$ cat src/shared/stpcs_cfg.svh
// Register offset, bit positions, clock select codes and prescaler tap masks
`ifndef STPCS_CFG_SVH
`define STPCS_CFG_SVH

// General timer control register
`define STPCS_GTC_OFFSET 8'h43
`define STPCS_GTC_RESET 8'h00
`define STPCS_BIT_SYNC_RST 0
`define STPCS_BIT_ASYNC_RST 1
`define STPCS_BIT_HOLD 7
`define STPCS_RSVD_ZERO 5'h00
`define STPCS_RDATA_IDLE 8'h00

// Clock select codes
`define STPCS_CS_NONE 3'h0
`define STPCS_CS_DIRECT 3'h1
`define STPCS_CS_DIV8 3'h2
`define STPCS_CS_DIV64 3'h3
`define STPCS_CS_DIV256 3'h4
`define STPCS_CS_DIV1024 3'h5
`define STPCS_CS_FALL 3'h6
`define STPCS_CS_RISE 3'h7

// Prescaler: width, reset value, step and tap masks
`define STPCS_PRE_W 10
`define STPCS_PRE_RESET 10'h000
`define STPCS_PRE_STEP 10'h001
`define STPCS_TAP8 10'h007
`define STPCS_TAP64 10'h03f
`define STPCS_TAP256 10'h0ff
`define STPCS_TAP1024 10'h3ff

// Number of timers sharing the prescaler
`define STPCS_NUM_TIMERS 2

`endif

$ cat src/shared/stpcs_pkg.sv
// Types shared by the prescaler and clock select block
package stpcs_pkg;

  // Clock select field of one timer
  typedef logic [2:0] stpcs_cs_t;

  // Register port request
  typedef struct packed {
    logic we;
    logic re;
    logic [7:0] addr;
    logic [7:0] wdata;
  } stpcs_reg_req_t;

  // Whole state of the top module
  typedef struct packed {
    logic [9:0] prescaler;
    logic sync_hold_mode;
    logic async_prescaler_reset;
    logic sync_prescaler_reset;
    logic [1:0] count_clock;
    logic [7:0] rdata;
    logic [1:0] done_sync;
  } stpcs_state_t;

  // State of one pin sampler (posedge part)
  typedef struct packed {
    logic sampled;
    logic last;
  } stpcs_pin_state_t;

endpackage

$ cat src/core/stpcs_pin_sync.sv
// Count pin sampler: low-phase hold, rising-edge sample, edge detector
module stpcs_pin_sync (
  input logic clk,
  input logic srst,
  input logic pin,
  output logic rise,
  output logic fall
);

  ////////////////////////////////////////////////////////////////////////////
  // Latch stage
  ////////////////////////////////////////////////////////////////////////////

  // Stands in for the latch open in the high phase: closes at the fall
  logic hold;

  // Half-cycle stage; read only by the next stage
  always_ff @(negedge clk) begin
    if (srst) begin
      hold <= 1'b0;
    end else begin
      hold <= pin;
    end
  end

  ////////////////////////////////////////////////////////////////////////////
  // Sample and edge detect
  ////////////////////////////////////////////////////////////////////////////

  stpcs_pkg::stpcs_pin_state_t st; // Current state
  stpcs_pkg::stpcs_pin_state_t next_st; // Next state

  // One sample per system clock, then one delay stage for the edge
  always_comb begin
    next_st = st;
    next_st.sampled = hold;
    next_st.last = st.sampled;
  end

  // State register
  always_ff @(posedge clk) begin
    if (srst) begin
      st <= '0;
    end else begin
      st <= next_st;
    end
  end

  // Edge pulses, one cycle each
  assign rise = st.sampled & ~st.last;
  assign fall = ~st.sampled & st.last;

endmodule

$ cat src/core/stpcs_top.sv
// Shared timer prescaler, clock select and general timer control register
`include "stpcs_cfg.svh"

module stpcs_top (
  input logic clk,
  input logic srst,
  input stpcs_pkg::stpcs_reg_req_t reg_req,
  output logic [7:0] reg_rdata,
  input stpcs_pkg::stpcs_cs_t [1:0] clock_select_field,
  input logic [1:0] external_count_pin,
  input logic async_mode,
  input logic async_reset_done,
  output logic [1:0] timer_count_clock,
  output logic sync_prescaler_reset,
  output logic async_prescaler_reset
);

  ////////////////////////////////////////////////////////////////////////////
  // Functions
  ////////////////////////////////////////////////////////////////////////////

  // True when every masked prescaler bit is one
  function automatic logic tap_hit(input logic [9:0] cnt, input logic [9:0] mask);
    tap_hit = ((cnt & mask) == mask);
  endfunction

  // Count pulse chosen by the clock select field
  function automatic logic pick_pulse(input stpcs_pkg::stpcs_cs_t cs, input logic [9:0] cnt,
                                      input logic rise, input logic fall);
    logic pulse;
    pulse = 1'b0;
    case (cs)
      `STPCS_CS_DIRECT: pulse = 1'b1;
      `STPCS_CS_DIV8: pulse = tap_hit(cnt, `STPCS_TAP8);
      `STPCS_CS_DIV64: pulse = tap_hit(cnt, `STPCS_TAP64);
      `STPCS_CS_DIV256: pulse = tap_hit(cnt, `STPCS_TAP256);
      `STPCS_CS_DIV1024: pulse = tap_hit(cnt, `STPCS_TAP1024);
      `STPCS_CS_FALL: pulse = fall;
      `STPCS_CS_RISE: pulse = rise;
      default: pulse = 1'b0;
    endcase
    pick_pulse = pulse;
  endfunction

  ////////////////////////////////////////////////////////////////////////////
  // State
  ////////////////////////////////////////////////////////////////////////////

  stpcs_pkg::stpcs_state_t st; // Current state
  stpcs_pkg::stpcs_state_t next_st; // Next state
  logic [1:0] pin_rise; // Rising edge per pin
  logic [1:0] pin_fall; // Falling edge per pin
  logic [1:0] sel_pulse; // Chosen pulse per timer
  logic wr_hit; // Write to the control register
  logic rd_hit; // Read of the control register

  assign wr_hit = reg_req.we && (reg_req.addr == `STPCS_GTC_OFFSET);
  assign rd_hit = reg_req.re && (reg_req.addr == `STPCS_GTC_OFFSET);

  ////////////////////////////////////////////////////////////////////////////
  // Per-timer pin sampler and clock select
  ////////////////////////////////////////////////////////////////////////////

  // Each timer reads the same prescaler but picks its own tap
  genvar gi;
  generate
    for (gi = 0; gi < `STPCS_NUM_TIMERS; gi = gi + 1) begin : g_timer
      stpcs_pin_sync u_stpcs_pin_sync (
        .clk(clk),
        .srst(srst),
        .pin(external_count_pin[gi]),
        .rise(pin_rise[gi]),
        .fall(pin_fall[gi])
      );
      // Edge pulses bypass the prescaler entirely
      assign sel_pulse[gi] = pick_pulse(clock_select_field[gi], st.prescaler,
                                        pin_rise[gi], pin_fall[gi]);
    end
  endgenerate

  ////////////////////////////////////////////////////////////////////////////
  // Next state
  ////////////////////////////////////////////////////////////////////////////

  // Prescaler, control bits, count pulses and read data
  always_comb begin
    next_st = st;
    // Free running; selection never stops it, only the reset bit does
    if (st.sync_prescaler_reset) begin
      next_st.prescaler = `STPCS_PRE_RESET;
    end else begin
      next_st.prescaler = st.prescaler + `STPCS_PRE_STEP;
    end
    // Done may come from the third timer's own clock: two flops before use
    next_st.done_sync = {st.done_sync[0], async_reset_done};
    // Hardware clear of the reset bits outside hold mode
    if (!st.sync_hold_mode) begin
      next_st.sync_prescaler_reset = 1'b0;
      // Asynchronous third timer keeps the bit until its reset is done
      if (!async_mode || st.done_sync[1]) begin
        next_st.async_prescaler_reset = 1'b0;
      end
    end
    // Write comes last so a set in the clearing cycle wins
    if (wr_hit) begin
      next_st.sync_hold_mode = reg_req.wdata[`STPCS_BIT_HOLD];
      next_st.sync_prescaler_reset = reg_req.wdata[`STPCS_BIT_SYNC_RST];
      next_st.async_prescaler_reset = reg_req.wdata[`STPCS_BIT_ASYNC_RST];
    end
    // Registered count pulses
    // Extra flop gives the pin-to-counter delay its 2.5..3.5 cycle span
    next_st.count_clock = sel_pulse;
    // Read image; reserved bits are zero
    if (rd_hit) begin
      next_st.rdata = {st.sync_hold_mode, `STPCS_RSVD_ZERO, st.async_prescaler_reset,
                       st.sync_prescaler_reset};
    end else begin
      next_st.rdata = `STPCS_RDATA_IDLE;
    end
  end

  // State register
  always_ff @(posedge clk) begin
    if (srst) begin
      st <= '0;
    end else begin
      st <= next_st;
    end
  end

  // Outputs straight from flops
  assign reg_rdata = st.rdata;
  assign timer_count_clock = st.count_clock;
  assign sync_prescaler_reset = st.sync_prescaler_reset;
  assign async_prescaler_reset = st.async_prescaler_reset;

  ////////////////////////////////////////////////////////////////////////////
  // Assertions
  ////////////////////////////////////////////////////////////////////////////

  // Direct select pulses every cycle
  property p_direct;
    @(posedge clk) disable iff (srst)
    (clock_select_field[0] == `STPCS_CS_DIRECT) |=> timer_count_clock[0];
  endproperty
  a_direct: assert property (p_direct) else $error("direct select missed a pulse");

  // Divide by 8 pulses only when low prescaler bits are all one
  property p_div8;
    @(posedge clk) disable iff (srst)
    (clock_select_field[1] == `STPCS_CS_DIV8) |=>
      (timer_count_clock[1] == ($past(st.prescaler[2:0]) == 3'h7));
  endproperty
  a_div8: assert property (p_div8) else $error("divide by 8 tap wrong");

  // Prescaler counts up by one each cycle while not in reset
  property p_free_run;
    @(posedge clk) disable iff (srst)
    !st.sync_prescaler_reset |=> (st.prescaler == $past(st.prescaler) + `STPCS_PRE_STEP);
  endproperty
  a_free_run: assert property (p_free_run) else $error("prescaler did not advance");

  // Prescaler held at zero during its reset
  property p_pre_reset;
    @(posedge clk) disable iff (srst)
    st.sync_prescaler_reset |=> (st.prescaler == `STPCS_PRE_RESET);
  endproperty
  a_pre_reset: assert property (p_pre_reset) else $error("prescaler not reset");

  // Rising edge select follows the edge detector
  property p_rise;
    @(posedge clk) disable iff (srst)
    (clock_select_field[0] == `STPCS_CS_RISE) |=> (timer_count_clock[0] == $past(pin_rise[0]));
  endproperty
  a_rise: assert property (p_rise) else $error("rising edge pulse wrong");

  // Hold mode keeps the reset bit set until a write
  property p_hold;
    @(posedge clk) disable iff (srst)
    (st.sync_hold_mode && st.sync_prescaler_reset && !wr_hit) |=> st.sync_prescaler_reset;
  endproperty
  a_hold: assert property (p_hold) else $error("reset bit dropped in hold mode");

  // Leaving hold mode clears both bits together
  property p_release;
    @(posedge clk) disable iff (srst)
    (wr_hit && reg_req.wdata == `STPCS_GTC_RESET) |=> ##1
      (!st.sync_prescaler_reset && !st.async_prescaler_reset) || $past(wr_hit);
  endproperty
  a_release: assert property (p_release) else $error("bits not cleared on release");

  // Bit 0 alone is a one-cycle pulse
  property p_selfclear;
    @(posedge clk) disable iff (srst)
    (wr_hit && reg_req.wdata[`STPCS_BIT_SYNC_RST] && !reg_req.wdata[`STPCS_BIT_HOLD]) |=>
      st.sync_prescaler_reset ##1 (!st.sync_prescaler_reset || $past(wr_hit));
  endproperty
  a_selfclear: assert property (p_selfclear) else $error("reset bit did not self-clear");

  // No select gives no pulse
  property p_none;
    @(posedge clk) disable iff (srst)
    (clock_select_field[1] == `STPCS_CS_NONE) |=> !timer_count_clock[1];
  endproperty
  a_none: assert property (p_none) else $error("pulse with no select");

  // Reserved bits always read zero
  property p_rsvd;
    @(posedge clk) disable iff (srst)
    rd_hit |=> (reg_rdata[6:2] == `STPCS_RSVD_ZERO);
  endproperty
  a_rsvd: assert property (p_rsvd) else $error("reserved bits not zero");

endmodule

$ cat config.mk
export PLATFORM = sky130hd
export DESIGN_NAME = stpcs_top
export DESIGN_NICKNAME = d
export VERILOG_FILES = /design/src/shared/stpcs_pkg.sv /design/src/core/stpcs_pin_sync.sv /design/src/core/stpcs_top.sv
export VERILOG_INCLUDE_DIRS = /design/src /design/src/shared
export SDC_FILE = /design/constraint.sdc
export NUM_CORES = 1
export LEC_CHECK = 0
export BUFFER_PORTS_ARGS = -buffer_cell sky130_fd_sc_hd__buf_2
export CAP_MARGIN = 0
export CORE_MARGIN = 3
export CORE_UTILIZATION = 50
export CTS_CLUSTER_DIAMETER = 60
export DETAILED_ROUTE_END_ITERATION = 6
export PLACE_DENSITY = 0.81
export SYNTH_ARGS = -nofsm -noshare
export SYNTH_HDL_FRONTEND = slang
export SYNTH_SLANG_ARGS = --single-unit
$ cat constraint.sdc
create_clock -name clk -period 4.1 [get_ports clk]
set_input_delay 0.82 -clock clk [delete_from_list [all_inputs] [get_ports clk]]
set_output_delay 0.82 -clock clk [all_outputs]
set_load 0.005 [all_outputs]
Word-level counts from Yosys, hierarchy flattened --
Index checks and enable logic that the tools add are counted. Widths: inputs -> output; s select.
Storage, ports and cells: latch bits 0, word-level logic and storage cells 57, output and inout port bits 12, RAM bits 0, memories 0, ROM bits 0, register bits 31
Operators by class: multipliers 0, div/mod/pow operators 0, shift operators 0, reduce and logical (&&, ||, !) cells 8, order comparisons 0, bitwise operators 9, mux-type cells 5, eq/ne operators 20, add/subtract/negate cells 1
Operator list (number):
- $eq 3x3->1 const B | 9
- $pmux 1 s7 | 2
- $eq 3x2->1 const B | 4
- $add 10x1->10 const B | 1
- $eq 10x10->1 const B | 1
- $eq 8x7->1 const B | 1
- $eq 8x8->1 const B | 1
- $eq 3x1->1 const B | 2
- $eq 6x6->1 const B | 1
- $not 1->1 | 5
- $and 1x1->1 | 4
- $mux 2 | 2
- $reduce_or 2->1 | 2
- $logic_and 1x1->1 | 2
- $ne 2x1->1 const B | 1
- $reduce_and 2->1 | 1
- $reduce_bool 2->1 | 1
- $logic_not 1->1 | 1
- $logic_or 1x1->1 | 1
- $mux 1 | 1

Longest topological paths before layout --
depth in word-level cells 5, depth in mapped cells 6, depth with buffers taken out 6

Cells and area by module --
From an unflattened synthesis, not the netlist that was laid out.
Second synthesis, totals: cells, all modules 121, area, all modules 1152.4 sq um
By module, submodules not included:
- stpcs_top | cells each 103, area an instance 962.2 sq um, times used 1
- stpcs_pin_sync | cells each 9, area an instance 95.1 sq um, times used 2

==> insert_results.sql <==
INSERT INTO impl_metrics (metric_group, metric, value, unit) VALUES
('outcome', 'outcome', 'finished, final reports clean', ''),
('route', 'first_pass_iters', '4', ''),
('yosys', 'postSynthCellCount', '117', ''),
('route', 'detail_route.wl_per_cell', '11.5', 'µm'),
('global_routing', 'globalRouteOverflowTotal', '0', ''),
('floorplan', 'core_outline_area', '2040', 'µm²'),
('floorplan', 'ios', '42', ''),
('timing', 'timing.final.setup_violations', '0', ''),
('floorplan', 'initial_core_util', '54.9', '%'),
('clock_network', 'clkLatencyLatePin', '370', 'ps'),
('setup_path', 'cpLargestDelayFamily', 'buffers and inverters', ''),
('yosys', 'synth-main-ff-cell', 'dfxtp_1', ''),
('setup_path', 'critPathArrivalTime', '1130', 'ps'),
('setup_path', 'worst-setup-path-type', 'input pin to flop', ''),
('setup_path', 'cp-end-kind', 'flop', ''),
('setup_path', 'cp-start-kind', 'input pin', ''),
('global_routing', 'first_pass_grt_wire_length', '3.21', 'mm'),
('clock_network', 'clock_sink_count', '26', ''),
('clock_network', 'cts.hold.buffers_added', '0', ''),
('timing', 'hold_slack', '456', 'ps'),
('setup_path', 'cp_max_delay_cell', 'buf_2', ''),
('timing', 'grt_setup_unrepaired', 'no', ''),
('setup_path', 'crit_required', '2300', 'ps'),
('yosys', 'ys_seq_area_share', '46.4', '%'),
('route', 'routed_wirelength', '1.98', 'mm'),
('clock_network', 'cts-resized-gates', '0', ''),
('route', 'ant_nets', '0', ''),
('floorplan', 'die_area', '2850', 'µm²'),
('setup_path', 'critPathBufInv', '1', ''),
('setup_path', 'cp_max_fo', '15', ''),
('finish', 'design.final.nets', '178', ''),
('setup_path', 'timing.critical_path.slowest_cell_delay', '240', 'ps'),
('yosys', 'syn_area', '1120', 'µm²'),
('timing', 'totalNegativeSetupSlack', '0', 'ps'),
('clock_network', 'tritoncts', 'yes', ''),
('finish', 'share_of_post_route_cells_with_drive_strength_above_1', '28.3', '%'),
('yosys', 'synth_edf_count', '0', ''),
('yosys', 'number_of_warnings_reported_in_the_yosys_synthesis_log', '0', ''),
('yosys', 'fraction_of_registers_with_async_set_reset', '0', '%'),
('placed_design', 'post_detail_place_hpwl', '1.56', 'mm'),
('clock_network', 'setup_fix_buffers_added_after_clock_tree_synthesis', '0', ''),
('global_routing', 'first_global_vias', '800', ''),
('finish', 'num_antenna_cells', '0', ''),
('clock_network', 'cts.reportedPaths.clkPinSlew', '140', 'ps'),
('power_and_ir_drop', 'power_density', '325', 'nW/µm²'),
('clock_network', 'clock_tree.htree_level_count', '1', ''),
('clock_network', 'cts-buffers-inserted', '3', ''),
('timing', 'maxSlewViolCount', '0', ''),
('power_and_ir_drop', 'p_leak', '0.597', 'nW'),
('flow_run', 'drv.max_cap_violation_count', '0', ''),
('setup_path', 'crit_path_cell_trace', 'buf_2, nor2b_1', ''),
('floorplan', 'floorplan.die.height', '53.4', 'µm'),
('yosys', 'synth_cell_type_count', '34', ''),
('finish', 'synthToLayoutAreaGrowth', '13.6', '%'),
('global_routing', 'grt_max_degree', '16', ''),
('placed_design', 'gpl.final_weighted_congestion', '0.824', ''),
('route', 'detail_route.vias_per_cell', '4.87', ''),
('global_routing', 'grt_antenna_before_repair', '0', ''),
('yosys', 'number_of_flip_flops_and_latches_in_the_synthesized_netlist', '26', ''),
('power_and_ir_drop', 'vdd_ir_drop_max', '0.000212', 'V'),
('route', 'route.detailed.drc', '0', ''),
('yosys', 'synth_area_per_cell', '9.58', 'µm²'),
('route', 'num_vias', '838', ''),
('timing', 'worst_clock_skew', '57.8', 'ps'),
('floorplan', 'placementRows', '16', ''),
('min_path', 'timing.hold.worst.class', 'flop to flop', ''),
('global_routing', 'grt_util_all_layers', '15.6', '%'),
('clock_network', 'clock_tree.buffer_depth', '2', ''),
('placed_design', 'place.port_buffers', '31', ''),
('clock_network', 'ctsRootBufferMaster', 'clkbuf_4', ''),
('floorplan', 'fp.dieW', '53.4', 'µm'),
('route', 'drtIter0Drc', '6', ''),
('timing', 'finalHoldViolCount', '0', '');
-- path summary, 6_finish.rpt --
check / from / end / slack (ps) / cells after the start
worst max register to register: g_timer[1].u_stpcs_pin_sync.hold / g_timer[1].u_stpcs_pin_sync.next_st[0] / 1500 / 1
worst min register to register: next_st[1] / st[1] / 460 / 1
worst max-delay path: srst / g_timer[1].u_stpcs_pin_sync.hold / 1170 / 2
worst min-delay path: next_st[1] / st[1] / 460 / 1
-- cell usage after synthesis (3+ instances only) --
| cell type | instances | area share, % |
|---|---|---|
| nor2_1 | 13 | 4.4 |
| dfxtp_1 | 26 | 46 |
| inv_1 | 4 | 1.3 |
| nand3_1 | 6 | 2.7 |
| buf_4 | 10 | 6.7 |
| nand2_1 | 3 | 1.0 |
| mux2i_1 | 3 | 2.7 |
| nor2b_1 | 9 | 5.0 |
| and2_1 | 4 | 2.2 |
| xor2_1 | 7 | 5.5 |
-- flip-flops by register name, indices dropped and copies added (netlist names), 2 cells and up --
register / count
st: 12
reg_rdata: 3
g_timer.u_stpcs_pin_sync.hold: 2
g_timer.u_stpcs_pin_sync.next_st: 2
g_timer.u_stpcs_pin_sync.st: 2
timer_count_clock: 2
-- through the flow --
step                      area [µm²]  utilization (%)  total power, mW  setup slack [ps]  instances
after floorplan                 1140                -            0.294               791        121
after global placement          1240             60.8            0.305               790        167
after detailed placement        1240             60.8            0.307               779        167
after CTS                       1270             62.4            0.420              1180        172
after global routing            1270             62.4            0.434              1160        172
final                           1270             62.4            0.414              1170        172
-- cells in the final DEF (no fill, tap or decap), drive strengths merged, types with 2 or more instances in the layout --
cell type and count:
buf 31, dfxtp 26, nor2 13, nor2b 9
xor2 7, nand3 6, inv 5, conb 5
and2 4, nand2 3, mux2i 3, clkbuf 3
nand4 3, or2 2, a21boi 2, o21ai 2
a21oi 2, nor3b 2, ha 2, and3 2
-- final cells by class --
type / count / area, µm²
well taps: 27 / 33.8
flip-flops and latches: 26 / 520
clock inverters: 3 / 12.5
multi-input cells: 79 / 518
repair buffers: 31 / 155
inverters: 3 / 11.3
fillers: 197 / 768
clock buffers: 3 / 22.5
-- kinds of logic after synthesis --
| kind of cell | after synthesis | share of synthesized area [%] |
|---|---|---|
| other | 1 | 0.335 |
| adders and majority gates | 2 | 2.23 |
| and+or+nand+nor | 51 | 27.1 |
| DFF | 26 | 46.4 |
| AOI/OAI and AO/OA | 11 | 7.03 |
| buffers and inverters | 16 | 8.71 |
| muxes | 3 | 2.68 |
| xor gates and xnor gates | 7 | 5.47 |
-- where the power goes --
| group | internal (mW) | switching (mW) |
|---|---|---|
| logic | 0.0175 | 0.0165 |
| registers | 0.260 | 0.00406 |
| clock network | 0.0384 | 0.0778 |
-- per-layer routing --
| metal | vias to the layer above | global-route usage [%] | share of wire [%] |
|---|---|---|---|
| met5 | - | 0 | 0 |
| met4 | 0 | 8.09 | 1.7 |
| met3 | 4 | 2.82 | 4.9 |
| met2 | 19 | 28.8 | 51 |
| met1 | 377 | 16.4 | 43 |
| li1 | 438 | - | - |
Power figures use the tool's default switching activity.
